$ cat src/mps_pkg.sv
// constants, tables and types shared by the motor protection supervisor
// assumes a single 50 MHz core clock and percent-of-set-current inputs
`default_nettype none
package mps_pkg;
  // clock and the millisecond tick that paces every delay
  localparam int CLK_MHZ = 50;
  localparam int TICK_US = 1000;
  localparam int TICK_CYCLES = TICK_US * CLK_MHZ;
  localparam int TICK_W = 16;
  // value widths
  localparam int PCT_W = 10;
  localparam int MS_W = 16;
  localparam int SEC_W = 16;
  localparam int OHM_W = 13;
  localparam int CLASS_W = 3;
  // value limits and thresholds
  localparam logic [PCT_W-1:0] LOAD_FULL = 10'h064;
  localparam logic [PCT_W-1:0] QUARTER_PCT = 10'h019;
  localparam logic [PCT_W-1:0] STARTUP_END_PCT = 10'h087;
  localparam logic [7:0] EF_OFF_PCT = 8'hff;
  localparam logic [SEC_W-1:0] TIME_MAX_S = 16'h1999;
  localparam logic [OHM_W-1:0] PTC_MAX_OHM = 13'h12c0;
  localparam logic [MS_W-1:0] NO_DELAY = 16'h0000;
  localparam logic [CLASS_W-1:0] CLASS_LAST = 3'h4;
  // class times for classes 5, 10, 20, 30, 40 in milliseconds
  localparam logic [MS_W-1:0] CLASS_MS [5] =
    '{16'h05dc, 16'h0bb8, 16'h1770, 16'h2328, 16'h2ee0};
  localparam logic [MS_W-1:0] IMB_MS [5] =
    '{16'h07d0, 16'h0dac, 16'h1964, 16'h251c, 16'h30d4};
  // protection function slots
  localparam int NFUNC = 8;
  localparam int F_EOL = 0;
  localparam int F_LR = 1;
  localparam int F_HC = 2;
  localparam int F_LC = 3;
  localparam int F_IMB = 4;
  localparam int F_PL = 5;
  localparam int F_EF = 6;
  localparam int F_PTC = 7;
  // start-up tracker states
  typedef enum logic [2:0] {
    ST_IDLE = 3'b001,
    ST_START = 3'b010,
    ST_RUN = 3'b100
  } startup_state_t;
endpackage
`default_nettype wire

$ cat src/protect_delay.sv
// persistence timer for one protection condition
// assumes a one-cycle millisecond tick from the same clock
`default_nettype none
`timescale 1ns/1ps
module protect_delay
  import mps_pkg::*;
(
  input wire logic core_clk,
  input wire logic arst_n,
  input wire logic tick,
  input wire logic cond,
  input wire logic [MS_W-1:0] delay_ms,
  output logic fire
);
  logic [MS_W-1:0] cnt_reg;

  // count held milliseconds, restart whenever the condition drops
  always_ff @(posedge core_clk or negedge arst_n)
  begin
    if (!arst_n)
      cnt_reg <= NO_DELAY;
    else if (!cond)
      cnt_reg <= NO_DELAY;
    else if (tick && cnt_reg < delay_ms)
      cnt_reg <= cnt_reg + 16'h0001;
  end

  // zero delay fires in the first cycle of the condition
  assign fire = cond && (cnt_reg >= delay_ms);

  a_fire_needs_cond: assert property (@(posedge core_clk) disable iff (!arst_n)
    fire |-> cond && cnt_reg >= delay_ms && (delay_ms == NO_DELAY || $past(cond)))
    else $error("delayed output without persisting condition");
endmodule
`default_nettype wire

$ cat src/startup_phase.sv
// tracks the motor start-up phase after a start command
// assumes start_cmd is a one-cycle pulse and tick a millisecond pulse
`default_nettype none
`timescale 1ns/1ps
module startup_phase
  import mps_pkg::*;
(
  input wire logic core_clk,
  input wire logic arst_n,
  input wire logic tick,
  input wire logic start_cmd,
  input wire logic motor_running,
  input wire logic [PCT_W-1:0] current_pct,
  input wire logic [CLASS_W-1:0] trip_class,
  output logic in_startup,
  output logic run_phase
);
  startup_state_t state_reg;
  logic [MS_W-1:0] cnt_reg;
  logic seen_high_reg;
  logic [MS_W-1:0] class_ms;
  logic end_now;

  // classes beyond the last one behave as the longest class
  assign class_ms = (trip_class > CLASS_LAST) ? CLASS_MS[CLASS_LAST] : CLASS_MS[trip_class];
  // current must have risen above the end level before it can fall to it
  assign end_now = (seen_high_reg && current_pct <= STARTUP_END_PCT) ||
                   (cnt_reg >= class_ms);

  // phase state
  always_ff @(posedge core_clk or negedge arst_n)
  begin
    if (!arst_n)
      state_reg <= ST_IDLE;
    else
    begin
      case (state_reg)
        ST_IDLE: if (start_cmd) state_reg <= ST_START;
        ST_START:
          if (!motor_running && !start_cmd) state_reg <= ST_IDLE;
          else if (end_now) state_reg <= ST_RUN;
        ST_RUN:
          if (start_cmd) state_reg <= ST_START;
          else if (!motor_running) state_reg <= ST_IDLE;
        default: state_reg <= ST_IDLE;
      endcase
    end
  end

  // class-time counter, restarted by every start command
  always_ff @(posedge core_clk or negedge arst_n)
  begin
    if (!arst_n)
      cnt_reg <= NO_DELAY;
    else if (start_cmd)
      cnt_reg <= NO_DELAY;
    else if (state_reg == ST_START && tick && cnt_reg < class_ms)
      cnt_reg <= cnt_reg + 16'h0001;
  end

  // remembers that the inrush has been seen
  always_ff @(posedge core_clk or negedge arst_n)
  begin
    if (!arst_n)
      seen_high_reg <= 1'b0;
    else if (start_cmd)
      seen_high_reg <= 1'b0;
    else if (current_pct > STARTUP_END_PCT)
      seen_high_reg <= 1'b1;
  end

  assign in_startup = (state_reg == ST_START);
  assign run_phase = (state_reg == ST_RUN);

  a_startup_ends: assert property (@(posedge core_clk) disable iff (!arst_n)
    in_startup && !start_cmd && cnt_reg >= class_ms |=> !in_startup)
    else $error("start-up phase outlived its class time");
endmodule
`default_nettype wire

$ cat src/motor_protection_supervisor.sv
// motor protection supervisor: trip and warning decisions with acknowledge
// assumes measured values arrive in core_clk domain; multifunction pins are async
`default_nettype none
`timescale 1ns/1ps
// Contract
// - without auto reset a trip stays until panel, fieldbus or input acknowledge
// - with auto reset a trip clears once its cause has gone
// - auto reset setting is off after reset
// - thermal load reported 0 to 100 percent; 100 percent trips
// - time to trip in seconds, saturating at maximum meaning never
// - time to restart in seconds, same range as time to trip
// - thermal overload always on and always a trip
// - other functions have enable, trip or warning choice, some a delay
// - locked rotor only in start-up; high and low current only after
// - high, low and earth fault have separate warning and trip levels
// - imbalance above quarter current, all phases, delay by trip class
// - imbalance may be off only when phase loss is off too
// - phase loss trip or off, above quarter current, class delay
// - earth fault trip, warning or off; 255 percent level disables it
// - start-up ends at 135 percent current or class time, whichever first
// - start command starts the class-time counter
// - load shedding suppressed while test position is active
// - thermistor resistance reported in ohms up to 4800
// - test position disables checkback and current-related protection
module motor_protection_supervisor
  import mps_pkg::*;
#(
  parameter int TICK_COUNT = TICK_CYCLES
)
(
  input wire logic core_clk,
  input wire logic arst_n,
  input wire logic start_cmd,
  input wire logic motor_running,
  input wire logic [PCT_W-1:0] current_pct,
  input wire logic [2:0] phases_present,
  input wire logic [6:0] imbalance_pct,
  input wire logic [7:0] earth_fault_pct,
  input wire logic [PCT_W-1:0] thermal_load_in,
  input wire logic [SEC_W-1:0] time_to_trip_in,
  input wire logic [SEC_W-1:0] time_to_cool_in,
  input wire logic [OHM_W-1:0] ptc_ohm_in,
  input wire logic [CLASS_W-1:0] trip_class,
  input wire logic autoreset_cfg,
  input wire logic autoreset_wr,
  input wire logic panel_ack,
  input wire logic fieldbus_ack,
  input wire logic [2:0] multifunction_inputs,
  input wire logic [2:0] mfi_ack_sel,
  input wire logic [2:0] mfi_test_sel,
  input wire logic [PCT_W-1:0] prewarn_pct,
  input wire logic lr_en,
  input wire logic [PCT_W-1:0] lr_level,
  input wire logic [MS_W-1:0] lr_delay,
  input wire logic hc_warn_en,
  input wire logic hc_trip_en,
  input wire logic [PCT_W-1:0] hc_warn_level,
  input wire logic [PCT_W-1:0] hc_trip_level,
  input wire logic [MS_W-1:0] hc_warn_delay,
  input wire logic [MS_W-1:0] hc_trip_delay,
  input wire logic lc_warn_en,
  input wire logic lc_trip_en,
  input wire logic [PCT_W-1:0] lc_warn_level,
  input wire logic [PCT_W-1:0] lc_trip_level,
  input wire logic [MS_W-1:0] lc_warn_delay,
  input wire logic [MS_W-1:0] lc_trip_delay,
  input wire logic imb_warn_en,
  input wire logic imb_trip_en,
  input wire logic [6:0] imb_warn_level,
  input wire logic [6:0] imb_trip_level,
  input wire logic pl_en,
  input wire logic ef_warn_en,
  input wire logic ef_trip_en,
  input wire logic [7:0] ef_warn_level,
  input wire logic [7:0] ef_trip_level,
  input wire logic [MS_W-1:0] ef_delay,
  input wire logic ptc_warn_en,
  input wire logic ptc_trip_en,
  input wire logic [OHM_W-1:0] ptc_warn_ohm,
  input wire logic [OHM_W-1:0] ptc_trip_ohm,
  input wire logic load_shed_en,
  output logic [PCT_W-1:0] thermal_load_pct,
  output logic [SEC_W-1:0] time_to_trip_s,
  output logic [SEC_W-1:0] time_to_cool_s,
  output logic [OHM_W-1:0] ptc_ohm,
  output logic [NFUNC-1:0] trip_flags,
  output logic [NFUNC-1:0] warn_flags,
  output logic trip_o,
  output logic warn_o,
  output logic autoreset_on,
  output logic in_startup,
  output logic test_position,
  output logic checkback_active,
  output logic load_shed_active
);
  logic [TICK_W-1:0] tick_cnt_reg;
  logic tick;
  logic [2:0] mfi_s1_reg;
  logic [2:0] mfi_s2_reg;
  logic [2:0] mfi_s3_reg;
  logic ack_any;
  logic test_pos;
  logic act;
  logic run_phase;
  logic autoreset_reg;
  logic imb_sup;
  logic imb_trip_eff;
  logic [MS_W-1:0] class_dly;
  logic [MS_W-1:0] imb_dly;
  logic [NFUNC-1:0] trip_cond;
  logic [NFUNC-1:0] warn_cond;
  logic [NFUNC-1:0] trip_fire;
  logic [NFUNC-1:0] warn_fire;
  logic [NFUNC-1:0] clear_ok;
  logic [NFUNC-1:0] trip_latch_reg;
  logic [NFUNC-1:0] warn_flags_reg;
  logic [MS_W-1:0] trip_dly [NFUNC];
  logic [MS_W-1:0] warn_dly [NFUNC];

  // millisecond tick; the long count is a parameter so simulation can shorten it
  always_ff @(posedge core_clk or negedge arst_n)
  begin
    if (!arst_n)
      tick_cnt_reg <= '0;
    else if (tick)
      tick_cnt_reg <= '0;
    else
      tick_cnt_reg <= tick_cnt_reg + 16'h0001;
  end
  assign tick = (tick_cnt_reg == TICK_W'(TICK_COUNT - 1));

  // multifunction pins: two-stage sync, then a third stage for edges
  always_ff @(posedge core_clk or negedge arst_n)
  begin
    if (!arst_n)
    begin
      mfi_s1_reg <= 3'h0;
      mfi_s2_reg <= 3'h0;
      mfi_s3_reg <= 3'h0;
    end
    else
    begin
      mfi_s1_reg <= multifunction_inputs;
      mfi_s2_reg <= mfi_s1_reg;
      mfi_s3_reg <= mfi_s2_reg;
    end
  end

  // acknowledge sources and test position
  assign ack_any = panel_ack || fieldbus_ack ||
                   |(mfi_s2_reg & ~mfi_s3_reg & mfi_ack_sel);
  assign test_pos = |(mfi_s2_reg & mfi_test_sel);
  assign act = !test_pos;

  // auto reset setting, off out of reset
  always_ff @(posedge core_clk or negedge arst_n)
  begin
    if (!arst_n)
      autoreset_reg <= 1'b0;
    else if (autoreset_wr)
      autoreset_reg <= autoreset_cfg;
  end

  startup_phase u_startup (
    .core_clk(core_clk),
    .arst_n(arst_n),
    .tick(tick),
    .start_cmd(start_cmd),
    .motor_running(motor_running),
    .current_pct(current_pct),
    .trip_class(trip_class),
    .in_startup(in_startup),
    .run_phase(run_phase)
  );

  // class-dependent delays, clamped to the longest class
  assign class_dly = (trip_class > CLASS_LAST) ? CLASS_MS[CLASS_LAST] : CLASS_MS[trip_class];
  assign imb_dly = (trip_class > CLASS_LAST) ? IMB_MS[CLASS_LAST] : IMB_MS[trip_class];
  assign imb_sup = act && current_pct > QUARTER_PCT && &phases_present;
  // with phase loss on, an imbalance switched fully off still trips
  assign imb_trip_eff = imb_trip_en || (pl_en && !imb_warn_en);

  // raw conditions per function; current functions drop out in test position
  always_comb
  begin
    trip_cond = '0;
    warn_cond = '0;
    trip_cond[F_EOL] = thermal_load_in >= LOAD_FULL;
    warn_cond[F_EOL] = thermal_load_in >= prewarn_pct;
    trip_cond[F_LR] = act && lr_en && in_startup && current_pct > lr_level;
    trip_cond[F_HC] = act && run_phase && hc_trip_en && current_pct > hc_trip_level;
    warn_cond[F_HC] = act && run_phase && hc_warn_en && current_pct > hc_warn_level;
    trip_cond[F_LC] = act && run_phase && lc_trip_en && current_pct < lc_trip_level;
    warn_cond[F_LC] = act && run_phase && lc_warn_en && current_pct < lc_warn_level;
    trip_cond[F_IMB] = imb_sup && imb_trip_eff && imbalance_pct > imb_trip_level;
    warn_cond[F_IMB] = imb_sup && imb_warn_en && imbalance_pct > imb_warn_level;
    trip_cond[F_PL] = act && pl_en && current_pct > QUARTER_PCT && !(&phases_present);
    trip_cond[F_EF] = act && ef_trip_en && ef_trip_level != EF_OFF_PCT &&
                      earth_fault_pct >= ef_trip_level;
    warn_cond[F_EF] = act && ef_warn_en && ef_warn_level != EF_OFF_PCT &&
                      earth_fault_pct >= ef_warn_level;
    trip_cond[F_PTC] = ptc_trip_en && ptc_ohm_in >= ptc_trip_ohm;
    warn_cond[F_PTC] = ptc_warn_en && ptc_ohm_in >= ptc_warn_ohm;
  end

  // delay per function and kind
  always_comb
  begin
    for (int k = 0; k < NFUNC; k++)
    begin
      trip_dly[k] = NO_DELAY;
      warn_dly[k] = NO_DELAY;
    end
    trip_dly[F_LR] = lr_delay;
    trip_dly[F_HC] = hc_trip_delay;
    warn_dly[F_HC] = hc_warn_delay;
    trip_dly[F_LC] = lc_trip_delay;
    warn_dly[F_LC] = lc_warn_delay;
    trip_dly[F_IMB] = imb_dly;
    warn_dly[F_IMB] = imb_dly;
    trip_dly[F_PL] = class_dly;
    trip_dly[F_EF] = ef_delay;
    warn_dly[F_EF] = ef_delay;
  end

  // overload may only be cleared once the cooling time has run out
  always_comb
  begin
    clear_ok = '1;
    clear_ok[F_EOL] = (time_to_cool_in == '0);
  end

  // one trip timer, one warning timer and one trip latch per function
  for (genvar i = 0; i < NFUNC; i++)
  begin : g_func
    protect_delay u_trip_dly (
      .core_clk(core_clk),
      .arst_n(arst_n),
      .tick(tick),
      .cond(trip_cond[i]),
      .delay_ms(trip_dly[i]),
      .fire(trip_fire[i])
    );
    protect_delay u_warn_dly (
      .core_clk(core_clk),
      .arst_n(arst_n),
      .tick(tick),
      .cond(warn_cond[i]),
      .delay_ms(warn_dly[i]),
      .fire(warn_fire[i])
    );
    // a firing condition wins over any clear in the same cycle
    always_ff @(posedge core_clk or negedge arst_n)
    begin
      if (!arst_n)
        trip_latch_reg[i] <= 1'b0;
      else if (trip_fire[i])
        trip_latch_reg[i] <= 1'b1;
      else if (clear_ok[i] && autoreset_reg)
        trip_latch_reg[i] <= 1'b0;
      else if (clear_ok[i] && ack_any)
        trip_latch_reg[i] <= 1'b0;
    end
  end

  // warnings follow their conditions, they are not latched
  always_ff @(posedge core_clk or negedge arst_n)
  begin
    if (!arst_n)
      warn_flags_reg <= '0;
    else
      warn_flags_reg <= warn_fire;
  end

  // reported values, saturated to their ranges
  always_ff @(posedge core_clk or negedge arst_n)
  begin
    if (!arst_n)
    begin
      thermal_load_pct <= '0;
      time_to_trip_s <= TIME_MAX_S;
      time_to_cool_s <= '0;
      ptc_ohm <= '0;
    end
    else
    begin
      thermal_load_pct <= (thermal_load_in > LOAD_FULL) ? LOAD_FULL : thermal_load_in;
      time_to_trip_s <= (!motor_running || time_to_trip_in > TIME_MAX_S) ?
                        TIME_MAX_S : time_to_trip_in;
      time_to_cool_s <= (time_to_cool_in > TIME_MAX_S) ? TIME_MAX_S : time_to_cool_in;
      ptc_ohm <= (ptc_ohm_in > PTC_MAX_OHM) ? PTC_MAX_OHM : ptc_ohm_in;
    end
  end

  // test position status, checkback and load shedding gating
  always_ff @(posedge core_clk or negedge arst_n)
  begin
    if (!arst_n)
    begin
      test_position <= 1'b0;
      checkback_active <= 1'b1;
      load_shed_active <= 1'b0;
    end
    else
    begin
      test_position <= test_pos;
      checkback_active <= !test_pos;
      load_shed_active <= load_shed_en && !test_pos;
    end
  end

  assign trip_flags = trip_latch_reg;
  assign warn_flags = warn_flags_reg;
  assign trip_o = |trip_latch_reg;
  assign warn_o = |warn_flags_reg;
  assign autoreset_on = autoreset_reg;

  a_trip_held: assert property (@(posedge core_clk) disable iff (!arst_n)
    trip_latch_reg[F_HC] && !autoreset_reg && !ack_any |=> trip_latch_reg[F_HC])
    else $error("trip dropped without acknowledge");
  a_auto_clear: assert property (@(posedge core_clk) disable iff (!arst_n)
    autoreset_reg && clear_ok[F_EOL] && !trip_fire[F_EOL] |=> !trip_latch_reg[F_EOL])
    else $error("auto reset failed to clear trip");
  a_autoreset_hold: assert property (@(posedge core_clk) disable iff (!arst_n)
    !autoreset_wr |=> autoreset_reg == $past(autoreset_reg))
    else $error("auto reset setting changed without write");
  a_load_range: assert property (@(posedge core_clk) disable iff (!arst_n)
    thermal_load_in >= LOAD_FULL |=> thermal_load_pct == LOAD_FULL && trip_latch_reg[F_EOL])
    else $error("full thermal load not reported or not tripped");
  a_ttt_sat: assert property (@(posedge core_clk) disable iff (!arst_n)
    !motor_running |=> time_to_trip_s == TIME_MAX_S)
    else $error("stopped motor time to trip not at maximum");
  a_cool_range: assert property (@(posedge core_clk) disable iff (!arst_n)
    time_to_cool_s <= TIME_MAX_S)
    else $error("time to restart out of range");
  a_lr_startup: assert property (@(posedge core_clk) disable iff (!arst_n)
    trip_cond[F_LR] |-> in_startup && !run_phase)
    else $error("locked rotor evaluated outside start-up");
  a_ef_off: assert property (@(posedge core_clk) disable iff (!arst_n)
    ef_trip_level == EF_OFF_PCT |-> !trip_cond[F_EF])
    else $error("earth fault active at disabling level");
  a_test_gate: assert property (@(posedge core_clk) disable iff (!arst_n)
    test_pos |=> !load_shed_active && !checkback_active && test_position)
    else $error("test position did not suppress functions");
  a_ptc_range: assert property (@(posedge core_clk) disable iff (!arst_n)
    ptc_ohm <= PTC_MAX_OHM)
    else $error("thermistor value out of range");
  a_agg_warn: assert property (@(posedge core_clk) disable iff (!arst_n)
    |warn_fire |=> warn_o)
    else $error("warning not aggregated");
endmodule
`default_nettype wire

$ cat config.mk
export PLATFORM = sky130hd
export DESIGN_NAME = motor_protection_supervisor
export DESIGN_NICKNAME = d
export VERILOG_FILES = /design/src/mps_pkg.sv /design/src/protect_delay.sv /design/src/startup_phase.sv /design/src/motor_protection_supervisor.sv
export SDC_FILE = /design/constraint.sdc
export NUM_CORES = 1
export LEC_CHECK = 0
export ABC_CLOCK_PERIOD_IN_PS = 2800
export BUFFER_PORTS_ARGS = -buffer_cell sky130_fd_sc_hd__buf_2
export CAP_MARGIN = 25
export CORE_MARGIN = 2
export CORE_UTILIZATION = 51
export DETAILED_ROUTE_END_ITERATION = 16
export PLACE_DENSITY = 0.78
export SLEW_MARGIN = 10
export SYNTH_ARGS = -nofsm -noshare
export SYNTH_HDL_FRONTEND = slang
export SYNTH_SLANG_ARGS = --single-unit
$ cat constraint.sdc
create_clock -name core_clk -period 2.8 [get_ports core_clk]
set_input_delay 0.28 -clock core_clk [delete_from_list [all_inputs] [get_ports core_clk]]
set_output_delay 0.28 -clock core_clk [all_outputs]
set_load 0.01 [all_outputs]
==> results.cfg, run 1 <==
[timing]
slew_viol_final = 0
post-route-period-util = 0.961
slew_headroom = 0.361
setup_viol = 0
max_slew.worst_pin.slew_ns = 0.952
period_minus_slack_ns = 2.69
hold_violations = 0
whs_ns = 0.0302
max_freq_ghz = 0.372
fin_skew_ns = 0.0211

[critical_path]
crit_path_start_kind = register
reg2reg_depth = 8
arrival_ns = 3.14
path_max_fanout = 25
cp.required_ns = 3.25
crit_type = register to register
r2r_start = g_func[5].u_trip_dly.cnt_reg[9]
worst-r2r-setup-slack_ns = 0.11
r2r_end = g_func[5].u_trip_dly.cnt_reg[5]
endpoint_kind = register

[place]
hpwl_mm = 39.8
routabilityCongestion = 0.926
portBuffers = 403
dpl.cell_count = 3142

[floorplan]
initial_core_util = 0.518
io_pins = 406
die_h_um = 200
die_w_um = 200
coreArea_um2 = 37700
num_rows = 71
die_area_um2 = 39900

[detailed_routing]
drt_wl_total_mm = 52.0
route.detailed.drc = 0
ant_nets = 0
drt-wirelength-per-cell_um = 16.0
via_count = 17800
via_per_inst = 5.50
drt_iter0_markers = 1203
dr.pass1.iters = 5

[layout]
ff_latch_area_um2 = 6970
mostFrequentLayoutCells = buf_2 (402), ha_1 (288), dfrtp_1 (269)
num-nets-final = 3324
final_cell_count_no_fill = 3241
n_fill_cell = 3146
largest_register_ffs = 96
drive_gt1_frac = 0.213
fin_util = 0.645
syn_to_final_growth_pct = 24.4
final_common_cell = buf_2
multiInputGateArea_um2 = 11500

[global_route]
grt_max_degree = 68
grt.overflow.total = 0
grt.total_usage = 0.258
grt_pass1_wl_mm = 84.0
grt_pass1_vias = 17800
antenna_found_initial = 0

[hold_path]
whs_path_depth = 2
hold_class = input port to register
min_from = load_shed_en
min_to = load_shed_active

[pwr]
p_per_area_nw_per_um2 = 419
vdd.ir_drop.worst_v = 0.000362
power_leakage_nw = 12.3

[cts]
cts_buffer_depth = 3
clk-insertion-delay-late_ns = 0.52
cts_sinks = 278
cts_tree = done
cts_max_level = 2
clk_pin_slew_ns = 0.06
root_buffer = clkbuf_16
cts_buffers = 34

[logic_synthesis]
synth_cells = 2201
async_reset_ff_frac = 1.00
synth_warnings = 0
synthTopCellsByArea = dfrtp_1 (34%), ha_1 (19%), inv_1 (5.1%)
synth-seq-cells = 278
synth_cell_types = 77
syn_area_um2 = 19500
synth_top_area_share = 0.345
synth_edf_count = 0
ys_seq_area_frac = 0.357
synth_ff_type = dfrtp_1
syn_avg_cell_area_um2 = 8.87
synth.largest_area_cell = dfrtp_1

[flow_run]
drv_cap = 0

[run_status]
status = finished, final reports clean
==> per-layer routing <==
layer / vias to the layer above / track usage / wire length [um]
li1: 8737 / - / -
met1: 8422 / 0.310 / 21300
met2: 554 / 0.466 / 25900
met3: 128 / 0.0420 / 3010
met4: 0 / 0.0908 / 1730
met5: - / 0 / 0
==> metrics by stage <==
stage	setup TNS, ns	instance area, um^2	power (W)	worst slack [ns]
2_1_floorplan	-0.00492	19600	0.00479	-0.00249
3_3_place_gp	-4.14	22700	0.00536	-0.232
3_5_place_dp	-8.09	22700	0.00542	-0.311
4_1_cts	0	24200	0.0103	0.0545
5_1_grt	-0.0569	24300	0.0106	-0.0569
6_report	0	24300	0.0102	0.110
==> cells in the mapped netlist, types with 4 or more instances <==
cell       instances
or4_1             16
a21oi_1          143
or3_1             40
nand2b_1          34
nor2_1           185
o211ai_1          18
mux2_2             4
dfrtp_1          269
nand3b_1           5
o21ai_1            5
nor4_1            19
a21o_1            24
or2_2             10
xor2_1            74
inv_1            263
o21a_1             9
a211oi_1          11
nand2_1          128
and2_1            36
a31oi_1            9
o31ai_1            7
a2111oi_0         12
ha_1             291
nor2b_1           30
and3_1            58
dfstp_2            9
nor3_1            32
and4_1            16
mux2i_1           10
o21ai_0          107
nand3_1           74
nand4_1          101
xnor2_1           44
clkbuf_1          43
==> critical path, cell delays in order, from the launching register on <==
cell	delay, ns
dfrtp_1	0.40
ha_1	0.32
a21o_1	0.20
maj3_1	0.41
a2111oi_4	0.40
o32ai_2	0.15
buf_12	0.19
or4_1	0.47
nand2_1	0.09
==> area by class of cell <==
class,instances,share of cell area
diodes,1,0.000103
clock buffers,45,0.0418
clock inverters,15,0.00881
inverters,263,0.0406
multi-input cells,1620,0.473
flip-flops and latches,278,0.287
well taps,511,0.0263
repair buffers,508,0.122
==> power by group <==
part           leakage (nW)  internal, W  total [W]  switching, W
Combinational          7.96     0.000583    0.00127      0.000685
Clock                 0.609      0.00302    0.00477       0.00175
Sequential             3.70      0.00409    0.00413     0.0000414
==> cell families after synthesis <==
group / count (synthesis) / share of synthesized area
AO/OA/AOI/OAI: 383 / 0.117
XOR/XNOR: 118 / 0.0529
adder cells (fa/ha/maj): 293 / 0.188
buffers and inverters: 313 / 0.0615
flip-flops: 278 / 0.357
multiplexers: 14 / 0.00743
other: 1 / 0.000192
AND/OR/NAND/NOR: 801 / 0.216
==> worst max path at each step <==
stage | startpoint | end | slack (ns) | depth (start not counted)
5_1_grt | g_func[3].u_warn_dly.cnt_reg[11] | g_func[3].u_warn_dly.cnt_reg[9] | -0.06 | 9
3_5_place_dp | trip_class[0] | g_func[5].u_trip_dly.cnt_reg[5] | -0.31 | 13
3_3_place_gp | trip_class[0] | u_startup.cnt_reg[7] | -0.23 | 12
2_1_floorplan | trip_class[0] | u_startup.cnt_reg[10] | -0.002 | 12
4_1_cts | g_func[5].u_trip_dly.cnt_reg[9] | g_func[5].u_trip_dly.cnt_reg[5] | 0.05 | 8
6_report | g_func[5].u_trip_dly.cnt_reg[9] | g_func[5].u_trip_dly.cnt_reg[5] | 0.11 | 8
==> what timing repair did <==
item	in CTS	in global routing
resized for setup	1	4
hold endpoints to repair	93	0
pin swaps	0	4
hold buffers	31	0
setup endpoints to repair	10	28
setup buffers	0	7
No activity file was read; power rests on OpenSTA's default activity.
==> inputs of run 2 (changes only) <==
--- a/config.mk
+++ b/config.mk
@@ -6,11 +6,13 @@
 export NUM_CORES = 1
 export LEC_CHECK = 0
+export ABC_AREA = 1
 export ABC_CLOCK_PERIOD_IN_PS = 2800
 export BUFFER_PORTS_ARGS = -buffer_cell sky130_fd_sc_hd__buf_2
 export CAP_MARGIN = 25
 export CORE_MARGIN = 2
-export CORE_UTILIZATION = 51
+export CORE_UTILIZATION = 52
 export DETAILED_ROUTE_END_ITERATION = 16
-export PLACE_DENSITY = 0.78
+export PLACE_DENSITY = 0.79
+export REMOVE_ABC_BUFFERS = 1
 export SLEW_MARGIN = 10
 export SYNTH_ARGS = -nofsm -noshare
==> constraint.sdc (replaced) <==
create_clock -name core_clk -period 2.8 [get_ports core_clk]
set_input_delay 0.56 -clock core_clk [delete_from_list [all_inputs] [get_ports core_clk]]
set_output_delay 0.56 -clock core_clk [all_outputs]
set_load 0.01 [all_outputs]
==> results.cfg, run 2 <==
[detailed_routing]
ant_nets = 0
route.detailed.drc = 0
drt_wl_total_mm = 58.2
drt-wirelength-per-cell_um = 15.0
dr.pass1.iters = 7
via_count = 20500
via_per_inst = 5.27
drt_iter0_markers = 1125

[timing]
post-route-period-util = 0.865
period_minus_slack_ns = 2.42
whs_ns = 0.130
worst_slack_ns = 0.378
slew_viol_final = 0
hold_violations = 0
setup_viol = 0
max_freq_ghz = 0.413
max_slew.worst_pin.slew_ns = 0.675
rsz0062_at_grt = false
fin_skew_ns = 0.0230
slew_headroom = 0.547

[floorplan]
initial_core_util = 0.525
io_pins = 406
die_area_um2 = 42600
die_h_um = 206
num_rows = 74
die_w_um = 206
coreArea_um2 = 40600

[layout]
mostFrequentLayoutCells = nand2_1 (548), inv_1 (506), buf_2 (402)
syn_to_final_growth_pct = 19.3
num-nets-final = 3942
final_common_cell = nand2_1
drive_gt1_frac = 0.164
largest_register_ffs = 96

[logic_synthesis]
synth.largest_area_cell = dfrtp_1
synthTopCellsByCount = nand2_1 (548), inv_1 (506), ha_1 (291), nor2_1 (291), dfrtp_1 (269)
synth_cell_types = 52
ys_seq_area_frac = 0.327
yosysMostFrequentCell = nand2_1
syn_area_um2 = 21300
synth_edf_count = 0
synth-seq-cells = 278
async_reset_ff_frac = 1.00
syn_avg_cell_area_um2 = 7.44
synthTopCellsByArea = dfrtp_1 (32%), ha_1 (17%), nand2_1 (9.6%)
synth_cells = 2866
synth_warnings = 0
synth_top_area_share = 0.316
synth_ff_type = dfrtp_1

[hold_path]
hold_class = input port to register

[cts]
clk-insertion-delay-late_ns = 0.54
cts_resized = 0
cts_tree = done
cts_buffer_depth = 3
root_buffer = clkbuf_16
cts_buffers = 35
cts_max_level = 2
cts_sinks = 278
clk_pin_slew_ns = 0.06
post_cts_buffers = 0

[run_status]
status = finished, final reports clean

[critical_path]
crit_path_start_kind = register
arrival_ns = 2.82
endpoint_kind = register
cp.required_ns = 3.20
max_stage_delay_ns = 0.40
path_cells = ha_1 > nand3_1 > inv_1 > nand4_1 > nor4_1 > nand3_1 > nand2_1 > inv_1 > nand2_1 > o31ai_1
crit_type = register to register
slowest_stage = nor4_1
path_max_fanout = 14

[global_route]
grt.overflow.total = 0
grt_pass1_wl_mm = 94.2
grt.total_usage = 0.274
antenna_found_initial = 1
grt_pass1_vias = 19300
grt_max_degree = 69

[pwr]
power_leakage_nw = 13.4
vdd.ir_drop.worst_v = 0.000416
p_per_area_nw_per_um2 = 404

[place]
dp_slack_ns = -0.0437
routabilityCongestion = 0.971
portBuffers = 403
hpwl_mm = 46.4

[flow_run]
drv_cap = 0
## run 2: changes by cell type after synthesis, moves of 31 or more
cell | before | now
nor3_1 | 32 | 79
nand2_1 | 128 | 548
o31ai_1 | 7 | 38
or3_1 | 40 | 0
and3_1 | 58 | 3
nand2b_1 | 34 | 0
inv_1 | 263 | 506
nand3_1 | 74 | 197
nor2_1 | 185 | 291
xnor2_1 | 44 | 9
and2_1 | 36 | 1
## run 2: final cells by class
cell class / count / area [um^2]
diodes: 1 / 2.50
clock buffers: 48 / 1030
clock inverters: 12 / 171
repair buffers: 447 / 2400
inverters: 513 / 1930
well taps: 532 / 666
multi-input cells: 2048 / 12300
flip-flops and latches: 278 / 6970
fillers: 3639 / 15200
## run 2: stage by stage
stage	utilization	setup TNS [ns]	power, W	area (um^2)	cells
floorplan	-	0	0.00496	21200	2839
global placement	0.596	0	0.00560	24200	3817
detailed placement	0.596	-0.132	0.00563	24200	3817
CTS	0.625	0	0.0104	25400	3878
global route	0.626	0	0.0108	25400	3879
finish	0.626	0	0.0103	25400	3879
## run 2: report_power, final
group          internal (W)  total (W)  leakage (nW)  switching [W]
Sequential          0.00410    0.00415          3.70      0.0000511
Combinational      0.000566    0.00142          9.14       0.000850
Clock               0.00293    0.00470         0.587        0.00177
Total               0.00760     0.0103          13.4        0.00267
## run 2: repair_timing
item	4_1_cts	5_1_grt
hold buffers	1	0
setup endpoints to repair	0	0
hold endpoints to repair	35	0
## run 2: cells by family (layout without fill, tap and decap cells)
logic type / count (synthesis) / after routing / share of synthesized area
DFF: 278 / 278 / 0.327
other: 1 / 12 / 0.000176
and+or+nand+nor: 1286 / 1286 / 0.267
xor gates and xnor gates: 94 / 94 / 0.0386
buffers and inverters: 550 / 1020 / 0.0995
adders and majority gates: 291 / 291 / 0.171
AOI/OAI and AO/OA: 366 / 366 / 0.0968
## run 2: critical path, delay by kind of cell (launching register included)
kind / cells / cell delay [ns]
and+or+nand+nor: 6 / 1.20
DFF: 1 / 0.39
buffers and inverters: 2 / 0.39
adders and majority gates: 1 / 0.21
AOI/OAI and AO/OA: 1 / 0.08
## run 2: worst paths after layout
path | start | endpoint | slack, ns | depth (start not counted)
worst max-delay path | tick_cnt_reg[0] | g_func[6].u_trip_dly.cnt_reg[5] | 0.38 | 10
max in group asynchronous | arst_n | g_func[6].u_trip_dly.cnt_reg[13] | 1.43 | 3
min in group asynchronous | arst_n | g_func[4].u_trip_dly.cnt_reg[4] | 0.57 | 2
worst max register to register | tick_cnt_reg[0] | g_func[6].u_trip_dly.cnt_reg[5] | 0.38 | 10
worst min register to register | mfi_s1_reg[0] | mfi_s2_reg[0] | 0.36 | 0
worst min-delay path | multifunction_inputs[0] | mfi_s1_reg[0] | 0.13 | 1
## run 2: routing by layer
metal / wire length (um) / global-route usage
met5: 0 / 0
met4: 1350 / 0.0801
met3: 3080 / 0.0322
met2: 27500 / 0.457
met1: 26200 / 0.373
==> inputs of run 3 (changes only) <==
BUFFER_PORTS_ARGS = -buffer_cell sky130_fd_sc_hd__buf_4   (was -buffer_cell sky130_fd_sc_hd__buf_2)
==> results.cfg, run 3 (synthesized netlist as in run 2, its figures left out) <==
[global_route]
grt_pass1_wl_mm = 101
met3_usage = 0.0429
grt_use_met2 = 0.490
antenna_found_initial = 0
grt.total_usage = 0.292
grt_util_met1 = 0.380
grt_pass1_vias = 20600
grt_max_degree = 73
grt.busiest_layer = met2
grt.overflow.total = 0

[cts]
cts_buffers = 36
cts_buffer_depth = 3
cts_hold_buf = 0
post_cts_buffers = 0
cts_sinks = 278
root_buffer = clkbuf_16
cts_resized = 0
cts_max_level = 2
cts_tree = done
clk_pin_slew_ns = 0.06
clk-insertion-delay-late_ns = 0.55

[critical_path]
critical-path-top-delay-family = simple AND/OR/NAND/NOR gates
path_max_fanout = 11
cp.buffers_inverters = 2
slowest_stage = nand2_1
crit_type = register to register
path_cells = ha_1 > nand3_1 > inv_1 > nand3_1 > nor2_1 > buf_4 > nand3_1 > nand2_1 > nand2_1 > nand2_1 > nand2_1 > nor2_1
cp.required_ns = 3.28
crit_path_start_kind = register
max_stage_delay_ns = 0.40
critical_path.most_common_cell = nand2_1
arrival_ns = 2.87
endpoint_kind = register

[timing]
whs_ns = 0.0139
hold_violations = 0
post-route-period-util = 0.851
max_slew.worst_pin.slew_ns = 0.633
period_minus_slack_ns = 2.38
slew_headroom = 0.573
rsz0062_at_grt = false
max_freq_ghz = 0.420
fin_skew_ns = 0.0270
setup_viol = 0
slew_viol_final = 0
setup_tns_ns = 0

[pwr]
vdd.ir_drop.worst_v = 0.000457
power_w = 0.0104
power_leakage_nw = 13.8
p_per_area_nw_per_um2 = 395

[layout]
drive_gt1_frac = 0.164
n_antenna_cell = 0
mostFrequentLayoutCells = nand2_1 (548), inv_1 (506), buf_4 (440)
num-nets-final = 3941
final_common_cell = nand2_1
fin_util = 0.650
n_fill_cell = 3469
syn_to_final_growth_pct = 23.9
largest_register_ffs = 96
final_cell_count_no_fill = 3879

[place]
hpwl_mm = 49.5
routabilityCongestion = 0.969
portBuffers = 403
dpl.cell_count = 3816

[run_status]
status = finished, final reports clean

[detailed_routing]
drt_wl_total_mm = 61.9
ant_nets = 0
drt-wirelength-per-cell_um = 16.0
route.detailed.drc = 0
dr.pass1.iters = 6
drt_iter0_markers = 1153
via_per_inst = 5.39
via_count = 20900

[floorplan]
die_h_um = 206
die_w_um = 206
num_rows = 74
io_pins = 406
coreArea_um2 = 40600
initial_core_util = 0.525
die_area_um2 = 42600

[hold_path]
hold_class = input port to async pin

[flow_run]
drv_cap = 0
==> run 3: changes by cell type in the layout (fill, tap and decap cells not counted), moves of 2 or more <==
| cell | before | now |
|---|---|---|
| buf_2 | 402 | 0 |
| buf_4 | 40 | 440 |
| clkbuf_8 | 6 | 9 |
| inv_6 | 0 | 3 |
| bufinv_16 | 4 | 2 |
==> run 3: power breakdown <==
group / total (W) / switching (W) / leakage, nW / internal [W]
Combinational: 0.00160 / 0.000881 / 9.47 / 0.000719
Clock: 0.00468 / 0.00183 / 0.589 / 0.00284
Sequential: 0.00415 / 0.0000518 / 3.70 / 0.00410
Total: 0.0104 / 0.00277 / 13.8 / 0.00767
==> run 3: routing by layer <==
| metal | wire length [um] | vias to the layer above |
|---|---|---|
| met1 | 26800 | 9793 |
| met2 | 29400 | 637 |
| met5 | 0 | - |
| met3 | 3460 | 145 |
| met4 | 2290 | 0 |
| li1 | - | 10300 |
==> run 3: layout make-up <==
cell class | count | area, um^2 | share of cell area
clock inverter | 11 | 119 | 0.00450
tap | 532 | 666 | 0.0252
sequential | 278 | 6970 | 0.264
clock buffer | 52 | 1070 | 0.0406
multi-input combinational | 2048 | 12300 | 0.464
timing repair buffer | 445 | 3400 | 0.129
inverter | 513 | 1930 | 0.0729
==> run 3: worst paths after layout <==
check                                                    to                    start  cells past startpoint  slack, ns
hold reg to reg                               mfi_s2_reg[1]            mfi_s1_reg[1]                      0       0.34
setup / recovery           g_func[3].u_warn_dly.cnt_reg[11]          tick_cnt_reg[0]                     12       0.42
min in group core_clk                         mfi_s1_reg[0]  multifunction_inputs[0]                      1       0.13
hold / removal              g_func[4].u_trip_dly.cnt_reg[4]                   arst_n                      1       0.01
max in group asynchronous  g_func[4].u_warn_dly.cnt_reg[15]                   arst_n                      2       2.01
setup reg to reg           g_func[3].u_warn_dly.cnt_reg[11]          tick_cnt_reg[0]                     12       0.42
==> run 3: per-stage QoR <==
step / area, um^2 / worst slack, ns
2_1_floorplan: 21200 / 0.202
3_3_place_gp: 25200 / 0.0898
3_5_place_dp: 25200 / -0.0109
4_1_cts: 26400 / 0.430
5_1_grt: 26400 / 0.150
6_report: 26400 / 0.418
==> run 3: worst reg2reg max path: cells and delay by family, from the launching register on <==
family        cells  cell delay [ns]
fa+ha+maj         1             0.19
buf+inv           2             0.37
simple gates      9             1.41
flops             1             0.37
